### config.mk
export PLATFORM = sky130hd
export DESIGN_NAME = system_reset_controller
export DESIGN_NICKNAME = d
export VERILOG_FILES = /design/src/system_reset_controller_pkg.sv /design/src/system_reset_controller.sv
export VERILOG_INCLUDE_DIRS = /design/src
export SDC_FILE = /design/constraint.sdc
export NUM_CORES = 1
export LEC_CHECK = 0
export BUFFER_PORTS_ARGS = -buffer_cell sky130_fd_sc_hd__buf_4
export CAP_MARGIN = 20
export CORE_UTILIZATION = 45
export DETAILED_ROUTE_END_ITERATION = 6
export PLACE_DENSITY = 0.66
export SKIP_CTS_REPAIR_TIMING = 1
export SLEW_MARGIN = 20
export SYNTH_ARGS = -nofsm -noshare
export SYNTH_HDL_FRONTEND = slang
export SYNTH_SLANG_ARGS = --single-unit
### constraint.sdc
create_clock -name i_clk -period 5.8 [get_ports i_clk]
set_input_delay 0.87 -clock i_clk [delete_from_list [all_inputs] [get_ports i_clk]]
set_output_delay 0.87 -clock i_clk [all_outputs]
set_load 0.05 [all_outputs]
### src/system_reset_controller_cfg.svh
// Register map, field positions, reset values and timing counts.
// Assumes a 10 MHz system clock and a 32-bit Avalon-MM word bus.
`ifndef SYSTEM_RESET_CONTROLLER_CFG_SVH
`define SYSTEM_RESET_CONTROLLER_CFG_SVH
// Byte offsets of the word registers.
`define OFS_CTRL 5'h00
`define OFS_WDT_TIMEOUT 5'h04
`define OFS_LVI_CFG 5'h08
`define OFS_BUZZ_CFG 5'h0c
`define OFS_STATUS 5'h10
`define OFS_IRQ_PEND 5'h14
// Control register fields.
`define CTRL_SW_RESET 0
`define CTRL_SW_BLOCK 1
`define CTRL_WDT_EN 2
`define CTRL_WDT_KICK 3
`define CTRL_AREG_EN 4
// Supervisor configuration fields.
`define LVI_A_CODE_LSB 0
`define LVI_D_CODE_LSB 4
`define LVI_A_RST_MODE 8
`define LVI_D_RST_MODE 9
`define LVI_A_EN 10
`define LVI_D_EN 11
`define LVI_H_EN 12
// Reset values.
`define RST_WDT_TIMEOUT 16'h1000
`define RST_BUZZ_PERIOD 16'h0100
`define RST_LVI_CFG 13'h0000
`define RST_SYNC 3'h1
// Supervisor levels in millivolts.
`define LVI_BASE_MV 13'h06a4
`define LVI_STEP_MV 13'h00fa
`define HVI_FIXED_MV 13'h1676
// Timing.
`define CLK_PERIOD_NS 100
`define POR_PULSE_NS 150
`define POR_PULSE_CYC ((`POR_PULSE_NS + `CLK_PERIOD_NS - 1) / `CLK_PERIOD_NS)
`define EXT_REARM_NS 10000
`define EXT_REARM_CYC ((`EXT_REARM_NS + `CLK_PERIOD_NS - 1) / `CLK_PERIOD_NS)
`define BUZZ_ON_CYC 16'h0004
`endif

### src/system_reset_controller_pkg.sv
// Types shared by the reset controller.
// Assumes the constants of system_reset_controller_cfg.svh.
package system_reset_controller_pkg;
    typedef logic [12:0] mv_t;
    typedef logic [3:0] trip_code_t;
    typedef logic [15:0] count_t;
    typedef logic [1:0] pulse_cnt_t;
    typedef logic [7:0] cause_t;
    typedef logic [2:0] irq_vec_t;
endpackage : system_reset_controller_pkg

### src/system_reset_controller.sv
// Reset controller: merges all reset sources into one system reset.
// Assumes supply readings arrive in millivolts on i_clk, power mode flags
// come from the power manager on i_clk, and trip flags and the reset pin are asynchronous.
// How it works
// - Reset held as long as the external reset pin stays low.
// - External reset pin stays active during sleep and hibernate.
// - Writing the software reset bit gives a full system reset.
// - Processor and DMA writes reach the software reset bit alike.
// - A block bit stops the software reset bit from acting.
// - Enabled watchdog resets the system when not kicked in time.
// - Power-on reset leaves the watchdog disabled.
// - Watchdog enable cannot be cleared except by power-on reset.
// - Status keeps reset causes and supervisor events until power-on reset.
// - Power-on reset pulse lasts at least 150 ns.
// - After boot the power-on monitor stops and precise monitor takes over.
// - Precise monitor trip gives a system reset; unlike power-on, it keeps watchdog enable and status.
// - Software has no way to disable the digital precise monitor.
// - Disabling the analog regulator disables the analog precise monitor.
// - Precise monitor off in low power except during sleep buzz.
// - Each low-voltage supervisor can reset instead of interrupting.
// - Low-voltage trip levels run 1.70 V to 5.45 V in 250 mV steps.
// - High-voltage supervisor trips above fixed 5.75 V.
// - Supervisors stay off until power-on reset has finished.
// - Interrupt during buzz first wakes the device, then is presented.
// - System reset returns the block registers to reset state, except watchdog enable and status.
//
// Chosen here: the register offsets and register access over Avalon-MM.
`timescale 1ns/100ps
`include "system_reset_controller_cfg.svh"

module system_reset_controller (
    input wire logic i_clk,
    input wire logic i_srst,
    input wire logic [4:0] i_avs_address,
    input wire logic i_avs_read,
    input wire logic i_avs_write,
    input wire logic [31:0] i_avs_writedata,
    output logic [31:0] o_avs_readdata,
    output logic o_avs_waitrequest,
    input wire logic i_external_reset_n,
    input wire logic i_prec_dig_trip,
    input wire logic i_prec_ana_trip,
    input wire logic [12:0] i_vdda_mv,
    input wire logic [12:0] i_vddd_mv,
    input wire logic i_sleep,
    input wire logic i_hibernate,
    output logic o_sys_reset,
    output logic o_por_monitor_en,
    output logic o_prec_dig_en,
    output logic o_prec_ana_en,
    output logic o_areg_en,
    output logic o_buzz,
    output logic o_wake_req,
    output logic o_analog_low_voltage_irq,
    output logic o_digital_low_voltage_irq,
    output logic o_analog_high_voltage_irq
);

    // ------------------------------------------------------------
    // Declarations
    // ------------------------------------------------------------
    logic [2:0] sync1_q;
    logic [2:0] sync2_q;
    logic ack_q;
    logic [31:0] rdata_q;
    logic sw_block_q;
    logic wdt_en_q;
    logic areg_en_q;
    system_reset_controller_pkg::count_t wdt_timeout_q;
    system_reset_controller_pkg::count_t wdt_cnt_q;
    system_reset_controller_pkg::count_t wdt_cnt_d;
    system_reset_controller_pkg::count_t buzz_period_q;
    system_reset_controller_pkg::count_t buzz_cnt_q;
    system_reset_controller_pkg::count_t buzz_cnt_d;
    logic [12:0] lvi_cfg_q;
    system_reset_controller_pkg::cause_t status_q;
    system_reset_controller_pkg::irq_vec_t pend_q;
    system_reset_controller_pkg::irq_vec_t pend_d;
    system_reset_controller_pkg::pulse_cnt_t rst_cnt_q;
    system_reset_controller_pkg::pulse_cnt_t rst_cnt_d;
    logic boot_q;
    logic blk_rst;

    // ------------------------------------------------------------
    // Input synchronisers
    // ------------------------------------------------------------
    // Pin and trip flags cross in through two flops each; only the
    // second stage is ever looked at.
    always_ff @(posedge i_clk) begin
        if (i_srst) begin
            sync1_q <= `RST_SYNC;
            sync2_q <= `RST_SYNC;
        end else begin
            sync1_q <= {i_prec_ana_trip, i_prec_dig_trip, i_external_reset_n};
            sync2_q <= sync1_q;
        end
    end

    wire ext_low = ~sync2_q[0];
    wire prec_dig_s = sync2_q[1];
    wire prec_ana_s = sync2_q[2];

    // ------------------------------------------------------------
    // Bus decode
    // ------------------------------------------------------------
    // One wait state per access; the write lands and the read data
    // stand on the edge where waitrequest is low.
    wire bus_req = i_avs_read | i_avs_write;
    wire wr_en = i_avs_write & ack_q;
    wire hit_ctrl = (i_avs_address == `OFS_CTRL);
    wire hit_wdt = (i_avs_address == `OFS_WDT_TIMEOUT);
    wire hit_lvi = (i_avs_address == `OFS_LVI_CFG);
    wire hit_buzz = (i_avs_address == `OFS_BUZZ_CFG);
    wire hit_stat = (i_avs_address == `OFS_STATUS);
    wire hit_pend = (i_avs_address == `OFS_IRQ_PEND);
    wire wr_ctrl = wr_en & hit_ctrl;
    wire wr_pend = wr_en & hit_pend;

    // DMA and processor share this port, so both reach the bit.
    wire sw_req = wr_ctrl & i_avs_writedata[`CTRL_SW_RESET];
    wire sw_fire = sw_req & ~sw_block_q;
    wire kick = wr_ctrl & i_avs_writedata[`CTRL_WDT_KICK];

    assign o_avs_waitrequest = bus_req & ~ack_q;

    // Read selection; unmapped offsets read as zero.
    wire [31:0] rd_ctrl = {27'h0000000, areg_en_q, 1'b0, wdt_en_q, sw_block_q, 1'b0};
    wire [31:0] rd_wdt = {16'h0000, wdt_timeout_q};
    wire [31:0] rd_lvi = {19'h00000, lvi_cfg_q};
    wire [31:0] rd_buzz = {16'h0000, buzz_period_q};
    wire [31:0] rd_stat = {24'h000000, status_q};
    wire [31:0] rd_pend = {29'h00000000, pend_q};
    wire [31:0] rd_mux = hit_ctrl ? rd_ctrl :
                         hit_wdt ? rd_wdt :
                         hit_lvi ? rd_lvi :
                         hit_buzz ? rd_buzz :
                         hit_stat ? rd_stat :
                         hit_pend ? rd_pend : 32'h00000000;

    // Handshake and read data; only power-on reset touches these so
    // an access in flight is still answered through a system reset.
    always_ff @(posedge i_clk) begin
        if (i_srst) begin
            ack_q <= 1'b0;
            rdata_q <= 32'h00000000;
        end else begin
            ack_q <= bus_req & ~ack_q;
            if (i_avs_read & ~ack_q) begin
                rdata_q <= rd_mux;
            end
        end
    end

    assign o_avs_readdata = rdata_q;

    // ------------------------------------------------------------
    // Power modes and buzz timing
    // ------------------------------------------------------------
    wire low_power = i_sleep | i_hibernate;
    wire sleep_only = i_sleep & ~i_hibernate;
    wire buzz = sleep_only & (buzz_cnt_q < `BUZZ_ON_CYC);
    wire awake = ~low_power;
    wire reg_on = awake | buzz;
    // Supervision begins only once boot has ended.
    wire mon_on = boot_q & reg_on;
    wire buzz_wrap = (buzz_cnt_q >= buzz_period_q);

    assign buzz_cnt_d = (~sleep_only | buzz_wrap) ? 16'h0000 : buzz_cnt_q + 16'h0001;
    assign o_buzz = buzz;

    // Buzz counter runs only in sleep; hibernate gets no buzz.
    always_ff @(posedge i_clk) begin
        if (blk_rst) begin
            buzz_cnt_q <= 16'h0000;
        end else begin
            buzz_cnt_q <= buzz_cnt_d;
        end
    end

    // ------------------------------------------------------------
    // Precise low-voltage monitor
    // ------------------------------------------------------------
    // The power-on monitor is live only until boot ends.
    assign o_por_monitor_en = ~boot_q;
    // No register bit reaches the digital enable.
    assign o_prec_dig_en = mon_on;
    // Analog half follows the analog regulator.
    assign o_prec_ana_en = mon_on & areg_en_q;
    // Regulators and monitor drop in low power save for buzz windows.
    assign o_areg_en = areg_en_q & reg_on;

    wire prec_trip = (prec_dig_s & o_prec_dig_en) | (prec_ana_s & o_prec_ana_en);

    // ------------------------------------------------------------
    // Voltage supervisors
    // ------------------------------------------------------------
    wire [3:0] a_code = lvi_cfg_q[`LVI_A_CODE_LSB+:4];
    wire [3:0] d_code = lvi_cfg_q[`LVI_D_CODE_LSB+:4];
    // Sixteen codes step from the base by a fixed millivolt step.
    wire [12:0] a_level = `LVI_BASE_MV + 13'(`LVI_STEP_MV * {9'h000, a_code});
    wire [12:0] d_level = `LVI_BASE_MV + 13'(`LVI_STEP_MV * {9'h000, d_code});
    wire a_trip = mon_on & lvi_cfg_q[`LVI_A_EN] & (i_vdda_mv < a_level);
    wire d_trip = mon_on & lvi_cfg_q[`LVI_D_EN] & (i_vddd_mv < d_level);
    // The high threshold is a constant with no register behind it.
    wire h_trip = mon_on & lvi_cfg_q[`LVI_H_EN] & (i_vdda_mv > `HVI_FIXED_MV);
    // Each low supervisor picks reset or interrupt.
    wire a_rst = a_trip & lvi_cfg_q[`LVI_A_RST_MODE];
    wire d_rst = d_trip & lvi_cfg_q[`LVI_D_RST_MODE];
    wire [2:0] irq_evt = {h_trip, d_trip & ~d_rst, a_trip & ~a_rst};

    // Pending events; a new event beats a clear in the same cycle.
    assign pend_d = (pend_q & ~(wr_pend ? i_avs_writedata[2:0] : 3'h0)) | irq_evt;

    always_ff @(posedge i_clk) begin
        if (blk_rst) begin
            pend_q <= 3'h0;
        end else begin
            pend_q <= pend_d;
        end
    end

    // Asleep, a pending event asks for wake-up and is shown only once
    // the power manager has brought the device back to active.
    assign o_wake_req = (|pend_q) & low_power;
    assign o_analog_low_voltage_irq = pend_q[0] & awake;
    assign o_digital_low_voltage_irq = pend_q[1] & awake;
    assign o_analog_high_voltage_irq = pend_q[2] & awake;

    // ------------------------------------------------------------
    // Watchdog
    // ------------------------------------------------------------
    wire wdt_fire = wdt_en_q & (wdt_cnt_q >= wdt_timeout_q);

    assign wdt_cnt_d = (~wdt_en_q | kick) ? 16'h0000 : wdt_cnt_q + 16'h0001;

    always_ff @(posedge i_clk) begin
        if (blk_rst) begin
            wdt_cnt_q <= 16'h0000;
        end else begin
            wdt_cnt_q <= wdt_cnt_d;
        end
    end

    // Enable is set-only and survives every reset but power-on.
    always_ff @(posedge i_clk) begin
        if (i_srst) begin
            wdt_en_q <= 1'b0;
        end else if (wr_ctrl & i_avs_writedata[`CTRL_WDT_EN]) begin
            wdt_en_q <= 1'b1;
        end
    end

    // ------------------------------------------------------------
    // Configuration registers
    // ------------------------------------------------------------
    // Reloaded with reset values by every system reset, not only at power-on.
    always_ff @(posedge i_clk) begin
        if (blk_rst) begin
            sw_block_q <= 1'b0;
            areg_en_q <= 1'b1;
            wdt_timeout_q <= `RST_WDT_TIMEOUT;
            buzz_period_q <= `RST_BUZZ_PERIOD;
            lvi_cfg_q <= `RST_LVI_CFG;
        end else if (wr_en) begin
            if (hit_ctrl) begin
                sw_block_q <= i_avs_writedata[`CTRL_SW_BLOCK];
                areg_en_q <= i_avs_writedata[`CTRL_AREG_EN];
            end
            if (hit_wdt) begin
                wdt_timeout_q <= i_avs_writedata[15:0];
            end
            if (hit_buzz) begin
                buzz_period_q <= i_avs_writedata[15:0];
            end
            if (hit_lvi) begin
                lvi_cfg_q <= i_avs_writedata[12:0];
            end
        end
    end

    // ------------------------------------------------------------
    // Reset merge and stretch
    // ------------------------------------------------------------
    // The pin is not gated by any power mode, so it acts in sleep
    // and hibernate; a low level keeps reloading the stretch.
    wire ext_req = ext_low;
    wire any_src = ext_req | prec_trip | sw_fire | wdt_fire | a_rst | d_rst;
    wire [7:0] causes = {a_rst | d_rst, irq_evt, wdt_fire, sw_fire, prec_trip, ext_req};

    // Every source loads the same count as power-on, so all give the
    // same pulse; the power-on pulse is its reset time plus that count.
    assign rst_cnt_d = any_src ? 2'(`POR_PULSE_CYC) :
                       (rst_cnt_q != 2'h0) ? rst_cnt_q - 2'h1 : 2'h0;

    always_ff @(posedge i_clk) begin
        if (i_srst) begin
            rst_cnt_q <= 2'(`POR_PULSE_CYC);
        end else begin
            rst_cnt_q <= rst_cnt_d;
        end
    end

    // Release waits for the stretch count, so it is always on a clock
    // edge; power-on asserts at once without waiting for the count.
    assign blk_rst = i_srst | (rst_cnt_q != 2'h0);
    assign o_sys_reset = blk_rst;

    // Boot is taken as done at the first release after power-on.
    always_ff @(posedge i_clk) begin
        if (i_srst) begin
            boot_q <= 1'b0;
        end else if (rst_cnt_q == 2'h0) begin
            boot_q <= 1'b1;
        end
    end

    // ------------------------------------------------------------
    // Status
    // ------------------------------------------------------------
    // Sticky causes; only power-on clears them so firmware can read
    // why the last system reset happened.
    always_ff @(posedge i_clk) begin
        if (i_srst) begin
            status_q <= 8'h00;
        end else begin
            status_q <= status_q | causes;
        end
    end

endmodule : system_reset_controller

[Word level (Yosys, flattened, before mapping)]
Cells that the tools add are included.
Storage, ports and cells
  flip-flop bits (word level): 133
  input port bits: 72
  logic and storage cells: 114
Operators by class
  reductions and logical operators: 12
  add/sub/neg operators: 5
  $lt $le $gt $ge: 6
  multiplexer cells: 8
  multipliers: 2
  bitwise operators: 59
  equality and inequality tests: 5
Operators by type and width (count)
  $mux W16: 4
  $add A16 B1 Y16 const B: 2
  $ge A16 B16 Y1: 2
  $and A1 B1 Y1: 31
  $add A11 B12 Y13 const A: 2
  $lt A13 B13 Y1: 2
  $mul A7 B4 Y11 const A: 2
  $lt A16 B3 Y1 const B: 1
  $gt A13 B13 Y1 const B: 1
  $or A1 B1 Y1: 13
  $not A1 Y1: 11
  $eq A5 B4 Y1 const B: 2
  $eq A5 B5 Y1 const B: 2
  $mux W8: 1
  $or A8 B8 Y8: 1
  $reduce_and A2 Y1: 4
  $mux W3: 2
  $reduce_or A2 Y1: 3
  $reduce_or A3 Y1: 2
  $eq A5 B3 Y1 const B: 1
  $logic_not A5 Y1: 1
  $and A3 B3 Y3: 1
  $not A3 Y3: 1
  $or A3 B3 Y3: 1
  other kinds (4): 4

[Longest topological paths before layout]
Gate-level depths: netlist of run 1.
  depth in word-level cells: 14
  depth in mapped cells: 17

[Worst setup path before layout of run 1]
OpenSTA, ideal clock, no wires.
  path type: reg2reg
  start point: register lvi_cfg_q[1]
  end point: register rst_cnt_q[0]
  path slack: 1.663 ns
  path buffers: 0
  required time: 5.684 ns
  cell stages (with the launch flop): 17
  arrival time: 4.021 ns
  setup time: 0.116 ns
  cells stage by stage: dfxtp_1 fa_1 inv_1 fa_1 inv_1 ha_1 nor2b_1 o31a_1 a311oi_1 o211ai_1 xnor2_1 ha_1 o21ai_0 o21ai_0 a211oi_1 a22oi_1 and3_1
On the way
  cells in the longest elaborated chain, start to end: 8
Ends and longest elaborated chain
  start, declared: RTL line system_reset_controller.sv:75  | logic [12:0] lvi_cfg_q;
  start signal, assigned: RTL line system_reset_controller.sv:263  | lvi_cfg_q <= `RST_LVI_CFG;
  start signal, assigned: RTL line system_reset_controller.sv:276  | lvi_cfg_q <= i_avs_writedata[12:0];
  $mul A7 B4 Y11 (no line)
  $add A11 B12 Y13 (no line)
  $lt A13 B13 Y1: RTL line system_reset_controller.sv:202  | wire a_trip = mon_on & lvi_cfg_q[`LVI_A_EN] & (i_vdda_mv < a_level);
  $and A1 B1 Y1: RTL line system_reset_controller.sv:202
  $and A1 B1 Y1: RTL line system_reset_controller.sv:207  | wire a_rst = a_trip & lvi_cfg_q[`LVI_A_RST_MODE];
  $or A1 B1 Y1 (2 in series): RTL line system_reset_controller.sv:287  | wire any_src = ext_req | prec_trip | sw_fire | wdt_fire | a_rst | d_rst;
  $reduce_or A3 Y1 (no line)
  end signal, assigned: RTL line system_reset_controller.sv:297  | rst_cnt_q <= 2'(`POR_PULSE_CYC);
  end signal, assigned: RTL line system_reset_controller.sv:299  | rst_cnt_q <= rst_cnt_d;
  end, declared: RTL line system_reset_controller.sv:79  | system_reset_controller_pkg::pulse_cnt_t rst_cnt_q;
No other way between the ends.
A chain may end at the register's enable or synchronous reset.

[Worst setup path after layout of run 1]
  start point: register lvi_cfg_q[5]
  end point: register rst_cnt_q[0]
On the way
  cells in the longest elaborated chain, start to end: 7
Ends and longest elaborated chain
  $mul A7 B4 Y11 (no line)
  $add A11 B12 Y13 (no line)
  $lt A13 B13 Y1: RTL line system_reset_controller.sv:203  | wire d_trip = mon_on & lvi_cfg_q[`LVI_D_EN] & (i_vddd_mv < d_level);
  $and A1 B1 Y1: RTL line system_reset_controller.sv:203
  $and A1 B1 Y1: RTL line system_reset_controller.sv:208  | wire d_rst = d_trip & lvi_cfg_q[`LVI_D_RST_MODE];
  $or A1 B1 Y1: RTL line system_reset_controller.sv:287
  $reduce_or A3 Y1 (no line)
No other way between the ends.

==> results_dict.tcl, run 1 <==
set metrics [dict create \
    fin_util 0.551 \
    power_density_nw_per_um2 239 \
    crit_required_ps 6110 \
    synth_warnings 0 \
    io_buffers 81 \
    cap_violations 0 \
    synth_edf_count 0 \
    antenna_found_initial 0 \
    synth_top_area_frac 0.313 \
    tightest_slew_ps 933 \
    hpwl_um 14100 \
    synth_cell_types 60 \
    synth_cells 864 \
    cp.arrival_ps 4970 \
    whs_ps 411 \
    clk_pin_slew_ps 60 \
    crit_fanout 11 \
    grt_max_degree 29 \
    pre_cts_ws_ps 1210 \
    synthSimpleGateAreaFrac 0.182 \
    status "finished, final reports clean" \
    cpPeakStageDelay_ps 680 \
    nFillCells 1504 \
    htree_levels 4 \
    fp.coreArea_um2 16100 \
    grt_pass1_vias 5887 \
    drt_pass1_iterations 5 \
    nNetsFinal 1116 \
    worst_path_max_delay_cell "dfxtp_1" \
    yosysTopAreaCell "dfxtp_1" \
    root_buffer "clkbuf_16" \
    maxSlewHeadroom 0.375 \
    synth-xor-area-share 0.0643 \
    start_util 0.466 \
    cts_tree "yes" \
    synth_commonest_cells "dfxtp_1, nor2_1, ha_1" \
    ios 115 \
    syn_area_um2 7490 \
    cts_num_sinks 117 \
    tns_ps 0 \
    dpl_cell_area_um2 8210 \
    peakVddDrop_mv 0.203 \
    final_cells 1173 \
    routed_wirelength_um 18700 \
    sw_frac_of_total 0.229 \
    r2r_setup_slack_ps 1140 \
    seq_power_share 0.387 \
    fmax_mhz 215 \
    synth_seq_cells 117 \
    synth_top_family_by_area "simple AND/OR/NAND/NOR gates" \
    critPathBufInv 1 \
    grt_usage 0.236 \
    power.switching_mw 0.485 \
    n_antenna_cell 0 \
    routed-via-count 6218 \
    p_int_mw 1.63 \
    synth_seq_area_share 0.313 \
    cts_inserted_buffers 17 \
    hold_path.class "reg -> reg" \
    synthTopCellsByArea "dfxtp_1, ha_1, nor2_1" \
    end_kind "register" \
    final.setup.worst_slack_ps 1140 \
    synth_compound_area_frac 0.144 \
    synth_ff_type "dfxtp_1" \
    postLayoutCellArea_um2 8840 \
    period_share 0.804 \
    finalSetupViolations 0 \
    die_area_um2 17200 \
    drc 0 \
    cts.path.max_buffers 2 \
    wl_per_cell_um 15.9 \
    synth.most_common_cell "dfxtp_1" \
    grt_pass1_wl_um 30400 \
    synthMuxAreaShare 0.0441 \
    rsz0062_at_grt "false" \
    synth_fa_ha_area_frac 0.181 \
    path_cells "fa_1 > inv_1 > fa_1 > ha_1 > a21oi_1 > o221ai_1 > xor2_1 > a21oi_1 > xnor2_1 > ha_1 > a211oi_1 > o21ai_0 > a211oi_1 > a22oi_1 > and3_1" \
    finalHoldViolations 0 \
    design_power_total_mw 2.12 \
    avgSynthCellArea_um2 8.67 \
    finalCriticalPeriod_ps 4660 \
    clk_latency_ps 420 \
    synthArstFlopShare 0 \
    areaGrowthSynthToFinish_pct 18.1 \
    rows 46 \
    die_h_um 131 \
    antenna_left 0 \
    finalWeightedCongestion 0.839 \
    start_kind "register" \
    drive_above_1_share 0.137 \
    drv_slew 0 \
    placedCellCount 1141 \
    dr.first_iter.drc_count 389 \
    vias_per_cell 5.30 \
    power_frac_comb 0.078 \
    fp.dieW_um 131 \
    criticalPathCategory "reg -> reg" \
    cellLeakagePower_nw 3.68 \
    skew_ps 7.66 \
    overflow 0 \
    cpLargestDelayFamily "adder cells" \
    p_clk_frac 0.535 \
]
[power groups by stage]
stage | registers [mW] | clock network, mW | logic, mW
floorplan | 0.843 | 0 | 0.0980
global placement | 0.836 | 0 | 0.165
detailed placement | 0.836 | 0 | 0.165
CTS | 0.819 | 1.14 | 0.165
global route | 0.820 | 1.19 | 0.178
finish | 0.819 | 1.13 | 0.166
[worst register-to-register path: cells and delay by family, from the launching register on]
family	cells	cell delay [ps]
flip-flops	1	680
buffers and inverters	1	130
adder cells (fa/ha/maj)	4	1650
AO/OA/AOI/OAI	7	1330
AND/OR/NAND/NOR	1	170
XOR/XNOR	2	610
[state kept, by name, indices dropped and copies added (netlist names)]
signal          cells
ack_q               1
lvi_cfg_q          13
sw_block_q          1
buzz_cnt_q         16
rst_cnt_q           2
status_q            8
areg_en_q           1
boot_q              1
o_avs_readdata     16
sync2_q             3
wdt_en_q            1
sync1_q             3
buzz_period_q      16
pend_q              3
wdt_cnt_q          16
wdt_timeout_q      16
[area by class of cell]
| class | instances | area [µm²] | share of cell area |
|---|---|---|---|
| clock inverter | 8 | 145 | 0.0164 |
| tap | 216 | 270 | 0.0306 |
| multi-input combinational | 646 | 4670 | 0.528 |
| sequential | 117 | 2340 | 0.265 |
| clock buffer | 24 | 492 | 0.0556 |
| timing repair buffer | 85 | 638 | 0.0721 |
| inverter | 77 | 289 | 0.0327 |
[routing by layer]
metal / vias to the layer above / routed length (µm) / track usage
li1: 3109 / - / -
met1: 2901 / 8920 / 0.320
met2: 186 / 8350 / 0.371
met3: 22 / 997 / 0.0542
met4: 0 / 427 / 0.0751
met5: - / 0 / 0
[final timing paths]
kind	startpoint	end	cells after the start
min	sync1_q[0]$_SDFF_PP1_	sync2_q[0]$_SDFF_PP1_	1
min reg2reg	sync1_q[0]$_SDFF_PP1_	sync2_q[0]$_SDFF_PP1_	1
max reg2reg	lvi_cfg_q[5]$_SDFFE_PP0P_	rst_cnt_q[0]$_SDFF_PP0_	15
max	lvi_cfg_q[5]$_SDFFE_PP0P_	rst_cnt_q[0]$_SDFF_PP0_	15
[logic make-up after synthesis]
logic type / after synthesis
AND/OR/NAND/NOR: 277
AO/OA/AOI/OAI: 165
flip-flops: 117
buffers and inverters: 116
adder cells (fa/ha/maj): 100
XOR/XNOR: 55
multiplexers: 33
other: 1
[cell usage in the layout (no fill, tap or decap), drive strengths merged, types with 5 or more instances in the layout]
cell type  synthesis  final
ha                86     86
mux2i             33     33
nor3              12     12
inv               77     77
xnor2             27     27
o211ai             5      5
a221oi             9      9
nand3             23     23
fa                14     14
nor4b              5      5
nand4              9      9
o21a               7      7
buf               32     85
conb               1     16
nand2b             7      7
xor2              28     28
a211oi            14     14
dfxtp            117    117
nor2             106    106
a22o              11     11
clkbuf             7     24
a21o               7      7
nand2             66     66
a21oi             55     55
o21ai             28     28
and3               7      7
nor2b             15     15
No activity file was read; power rests on OpenSTA's default activity.
==> run 2: changes to the inputs <==
Clock period 5.8 ns to 4.4 ns, I/O delays scaled along.
==> run 2 against run 1 <==
First-iteration DRC count shrank 11%. Via count grew 1.4%. Register-to-register slack lost 950 ps. Core utilization grew 2.2 points. Die area is the same. Power grew 31%. Clock skew grew 2.1 ps. Fmax grew 11%. Flip-flop and latch count is the same. Count of clock-buffer cells in the layout shrank 4. Sequential power grew 32%. Largest power group unchanged. Highest routed layer unchanged.
==> results_dict.tcl, run 2 (same netlist as run 1, synthesis figures left out) <==
set metrics [dict create \
    fp.coreArea_um2 16100 \
    drv_slew 0 \
    routed-via-count 6302 \
    grt_max_degree 40 \
    skew_ps 9.76 \
    placedCellCount 1170 \
    io_buffers 81 \
    crit_required_ps 4710 \
    drc 0 \
    areaGrowthSynthToFinish_pct 22.8 \
    vias_per_cell 5.23 \
    drt_pass1_iterations 6 \
    seqCellArea_um2 2340 \
    tns_ps 0 \
    ios 115 \
    wl_per_cell_um 15.9 \
    fin_util 0.573 \
    cts_num_sinks 117 \
    n_antenna_cell 0 \
    mostFrequentLayoutCells "dfxtp_1, buf_4, nor2_1, ha_1, inv_1" \
    design_power_total_mw 2.78 \
    maxSlewHeadroom 0.310 \
    drive_above_1_share 0.185 \
    cellLeakagePower_nw 3.86 \
    fmax_mhz 237 \
    multiInputGateArea_um2 4790 \
    criticalPathCategory "reg -> reg" \
    cts_tree "yes" \
    power_density_nw_per_um2 302 \
    overflow 0 \
    grt_pass1_wl_um 30400 \
    routed_wirelength_um 19100 \
    finalWeightedCongestion 0.821 \
    nFillCells 1502 \
    cap_violations 0 \
    cts.path.max_buffers 2 \
    die_area_um2 17200 \
    finalCriticalPeriod_ps 4210 \
    start_kind "register" \
    dr.first_iter.drc_count 345 \
    finalHoldViolations 0 \
    crit_fanout 5 \
    final_cells 1204 \
    period_share 0.957 \
    start_util 0.466 \
    antenna_found_initial 0 \
    finalSetupViolations 0 \
    nNetsFinal 1147 \
    grt_usage 0.235 \
    grt_pass1_vias 5962 \
    clk_latency_ps 420 \
    die_h_um 131 \
    rows 46 \
    cts_inserted_buffers 17 \
    clk_pin_slew_ps 50 \
    tightest_slew_ps 1030 \
    hold_path.class "reg -> reg" \
    htree_levels 4 \
    fp.dieW_um 131 \
    status "finished, final reports clean" \
    peakVddDrop_mv 0.260 \
    root_buffer "clkbuf_16" \
    cp.arrival_ps 4520 \
    hpwl_um 14500 \
    end_kind "register" \
    antenna_left 0 \
]
run 2: cell count changes in the layout (fill, tap and decap cells not counted), sizes merged:
cell | before | now
clkinv | 2 | 4
buf | 85 | 116
clkbuf | 24 | 20
clkinvlp | 2 | 4
run 2: worst paths after layout:
path	start	to	slack (ps)	cells after the start
worst max-delay path	lvi_cfg_q[5]$_SDFFE_PP0P_	rst_cnt_q[0]$_SDFF_PP0_	190	17
worst min-delay path	sync1_q[0]$_SDFF_PP1_	sync2_q[0]$_SDFF_PP1_	410	1
worst max register to register	lvi_cfg_q[5]$_SDFFE_PP0P_	rst_cnt_q[0]$_SDFF_PP0_	190	17
worst min register to register	sync1_q[0]$_SDFF_PP1_	sync2_q[0]$_SDFF_PP1_	410	1
run 2: critical path: stages, from the launching register on:
cell      delay [ps]
dfxtp_1          320
fa_1             570
inv_1             80
fa_1             500
inv_1             50
ha_2             360
a211oi_2          80
o31ai_1          290
a22oi_1          170
xnor2_2          190
nor3b_1          230
xor2_1           200
ha_1             260
o21ai_0          130
o21ai_0          110
a211oi_2         250
a22oi_2          150
and3_1           160
run 2: cell type report:
type | instances | area share
Clock buffer | 20 | 0.0497
Multi-Input combinational cell | 646 | 0.521
Inverter | 77 | 0.0314
Clock inverter | 12 | 0.0193
Sequential cell | 117 | 0.255
Tap cell | 216 | 0.0294
Timing Repair Buffer | 116 | 0.0947
run 2: where the power goes:
group / internal (mW) / switching, mW / total, mW
registers: 1.07 / 0.00788 / 1.08
clock network: 0.975 / 0.503 / 1.48
logic: 0.0744 / 0.148 / 0.222
run 2: per-layer routing:
| layer | up-vias | track usage | share of wire |
|---|---|---|---|
| met2 | 134 | 0.395 | 0.47 |
| met5 | - | 0 | 0 |
| met1 | 2979 | 0.316 | 0.48 |
| met4 | 0 | 0.0507 | 0.0098 |
| met3 | 21 | 0.0415 | 0.043 |
| li1 | 3168 | - | - |
run 2: metrics by stage:
step           hold slack [ps]  cell area [µm²]  setup slack (ps)
6_report                   410             9190               189
4_1_cts                    413             9060             -52.8
3_3_place_gp               391             8430              56.0
3_5_place_dp               398             8430              16.4
5_1_grt                    426             9190             -68.6
2_1_floorplan              389             7540               263
==> run 3: changes to the inputs <==
Settings changed: BUFFER_PORTS_ARGS -buffer_cell sky130_fd_sc_hd__buf_4 to -buffer_cell sky130_fd_sc_hd__buf_2.
==> run 3 against run 2 <==
Design area fell by 3.5%. Combinational power fell by 8%. Wire length rose by 0.47%. Worst hold slack got worse by 0.95 ps. Clock power fell by 4%. Power fell by 2.8%. Non-clock buffer count fell by 9. Flip-flop and latch count did not move. Register-to-register slack got worse by 50 ps. Via count rose by 1.6%. Fmax fell by 1.1%. Global-route usage rose by 0.16 points. Largest cell class unchanged. Highest routed layer unchanged.
==> results_dict.tcl, run 3 (same netlist as run 1, synthesis figures left out) <==
set metrics [dict create \
    die_h_um 131 \
    status "finished, final reports clean" \
    cpLargestDelayFamily "adder cells" \
    htree_levels 4 \
    hold_path_end "sync2_q[0]$_SDFF_PP1_" \
    skew_ps 7.83 \
    drive_above_1_share 0.175 \
    hold_path.class "reg -> reg" \
    cap_violations 0 \
    cpPeakStageDelay_ps 570 \
    final.setup.worst_slack_ps 143 \
    finalHoldViolations 0 \
    grt_pass1_wl_um 30700 \
    die_area_um2 17200 \
    worstHoldPathCells 1 \
    maxSlewHeadroom 0.314 \
    routed_wirelength_um 19200 \
    hpwl_um 14600 \
    r2r_setup_slack_ps 140 \
    ios 115 \
    finalSetupViolations 0 \
    fp.dieW_um 131 \
    nNetsFinal 1138 \
    end_kind "register" \
    rr_endpoint "pend_q[0]$_SDFF_PP0_" \
    period_share 0.968 \
    criticalPathCategory "reg -> reg" \
    io_buffers 81 \
    areaGrowthSynthToFinish_pct 18.5 \
    grt_usage 0.237 \
    drc 0 \
    crit_fanout 3 \
    dpl_cell_area_um2 8170 \
    cts_num_sinks 117 \
    cts_inserted_buffers 17 \
    overflow 0 \
    path_cells "fa_1 > inv_1 > fa_1 > inv_1 > ha_1 > nor2b_1 > o31a_1 > nor4b_1 > a311oi_2 > xor2_1 > ha_1 > a211oi_1 > o21ai_0 > a211oi_2 > nor2b_4 > o21a_1" \
    finalCriticalPeriod_ps 4260 \
    clk_pin_slew_ps 60 \
    start_kind "register" \
    power_density_nw_per_um2 304 \
    fp.coreArea_um2 16100 \
    rows 46 \
    fmax_mhz 235 \
    cts_tree "yes" \
    tightest_slew_ps 1020 \
    cellLeakagePower_nw 3.73 \
    vias_per_cell 5.35 \
    peakVddDrop_mv 0.308 \
    routed-via-count 6404 \
    crit_cells 16 \
    antenna_found_initial 0 \
    cp.arrival_ps 4620 \
    grt_pass1_vias 6037 \
    worst_path_max_delay_cell "fa_1" \
    r2r-start "lvi_cfg_q[3]$_SDFFE_PP0P_" \
    grt_max_degree 40 \
    mostFrequentLayoutCells "dfxtp_1, nor2_1, ha_1, buf_2, inv_1" \
    reg2reg_depth 16 \
    start_util 0.466 \
    root_buffer "clkbuf_16" \
    clk_latency_ps 420 \
    hp-start "sync1_q[0]$_SDFF_PP1_" \
    critPathBufInv 2 \
    pre_cts_ws_ps -28.5 \
    dr.first_iter.drc_count 342 \
    cts.path.max_buffers 2 \
    layout_commonest_cell "dfxtp_1" \
    drt_pass1_iterations 5 \
    finalWeightedCongestion 0.840 \
    drv_slew 0 \
    wl_per_cell_um 16.1 \
    crit_required_ps 4760 \
    postLayoutCellArea_um2 8870 \
    antenna_left 0 \
]
## run 3: cell count changes in the layout (fill, tap and decap cells not counted), moves of 2 or more
cell / before / now
o21ai_1: 5 / 3
clkbuf_8: 2 / 0
xnor2_2: 3 / 1
o21ai_0: 23 / 25
a211oi_1: 10 / 12
buf_4: 116 / 26
xnor2_1: 24 / 26
clkinvlp_4: 4 / 6
a211oi_2: 4 / 2
buf_2: 0 / 81
clkinv_4: 2 / 5
## run 3: final cells by class
cell class,count,area (µm²)
Timing Repair Buffer,107,601
Inverter,77,289
Antenna cell,1,2.50
Clock inverter,15,184
Sequential cell,117,2340
Multi-Input combinational cell,646,4760
Clock buffer,17,425
Tap cell,216,270
Fill cell,1500,7180
## run 3: how the worst max path moves through the flow
stage,end,slack (ps),start
finish,pend_q[0]$_SDFF_PP0_,140,lvi_cfg_q[3]$_SDFFE_PP0P_
global route,rst_cnt_q[0]$_SDFF_PP0_,-20,lvi_cfg_q[5]$_SDFFE_PP0P_
CTS,rst_cnt_q[0]$_SDFF_PP0_,-30,lvi_cfg_q[1]$_SDFFE_PP0P_
global placement,rst_cnt_q[0]$_SDFF_PP0_,40,lvi_cfg_q[1]$_SDFFE_PP0P_
detailed placement,rst_cnt_q[0]$_SDFF_PP0_,-30,lvi_cfg_q[1]$_SDFFE_PP0P_
floorplan,rst_cnt_q[0]$_SDFF_PP0_,260,lvi_cfg_q[1]$_SDFFE_PP0P_
## run 3: routing by layer
metal	track usage	vias to the layer above	share of wire
met5	0	-	0
met4	0.0764	0	0.017
met3	0.0415	24	0.053
met1	0.316	3021	0.47
li1	-	3160	-
met2	0.388	199	0.46
## run 3: power breakdown
part | switching (mW) | internal [mW] | total (mW) | leakage [nW]
sequential | 0.00793 | 1.07 | 1.08 | 0.946
combinational | 0.149 | 0.0560 | 0.205 | 2.51
clock | 0.526 | 0.891 | 1.42 | 0.277
total | 0.683 | 2.02 | 2.70 | 3.73
## run 3: worst register-to-register path, stage by stage, from the launching register on
cell	delay, ps
dfxtp_1	330
fa_1	570
inv_1	90
fa_1	500
inv_1	40
ha_1	290
nor2b_1	150
o31a_1	270
nor4b_1	370
a311oi_2	120
xor2_1	200
ha_1	300
a211oi_1	200
o21ai_0	140
a211oi_2	290
nor2b_4	220
o21a_1	120
## run 3: through the flow
stage | TNS (ps) | util | hold WS (ps) | std cells | power, mW
finish | 0 | 0.553 | 409 | 1196 | 2.70
global route | -16.6 | 0.553 | 426 | 1195 | 2.79
CTS | -52.5 | 0.547 | 412 | 1195 | 2.71
detailed placement | -28.5 | 0.509 | 399 | 1163 | 1.30
global placement | 0 | 0.509 | 393 | 1163 | 1.30
floorplan | 0 | - | 389 | 879 | 1.24
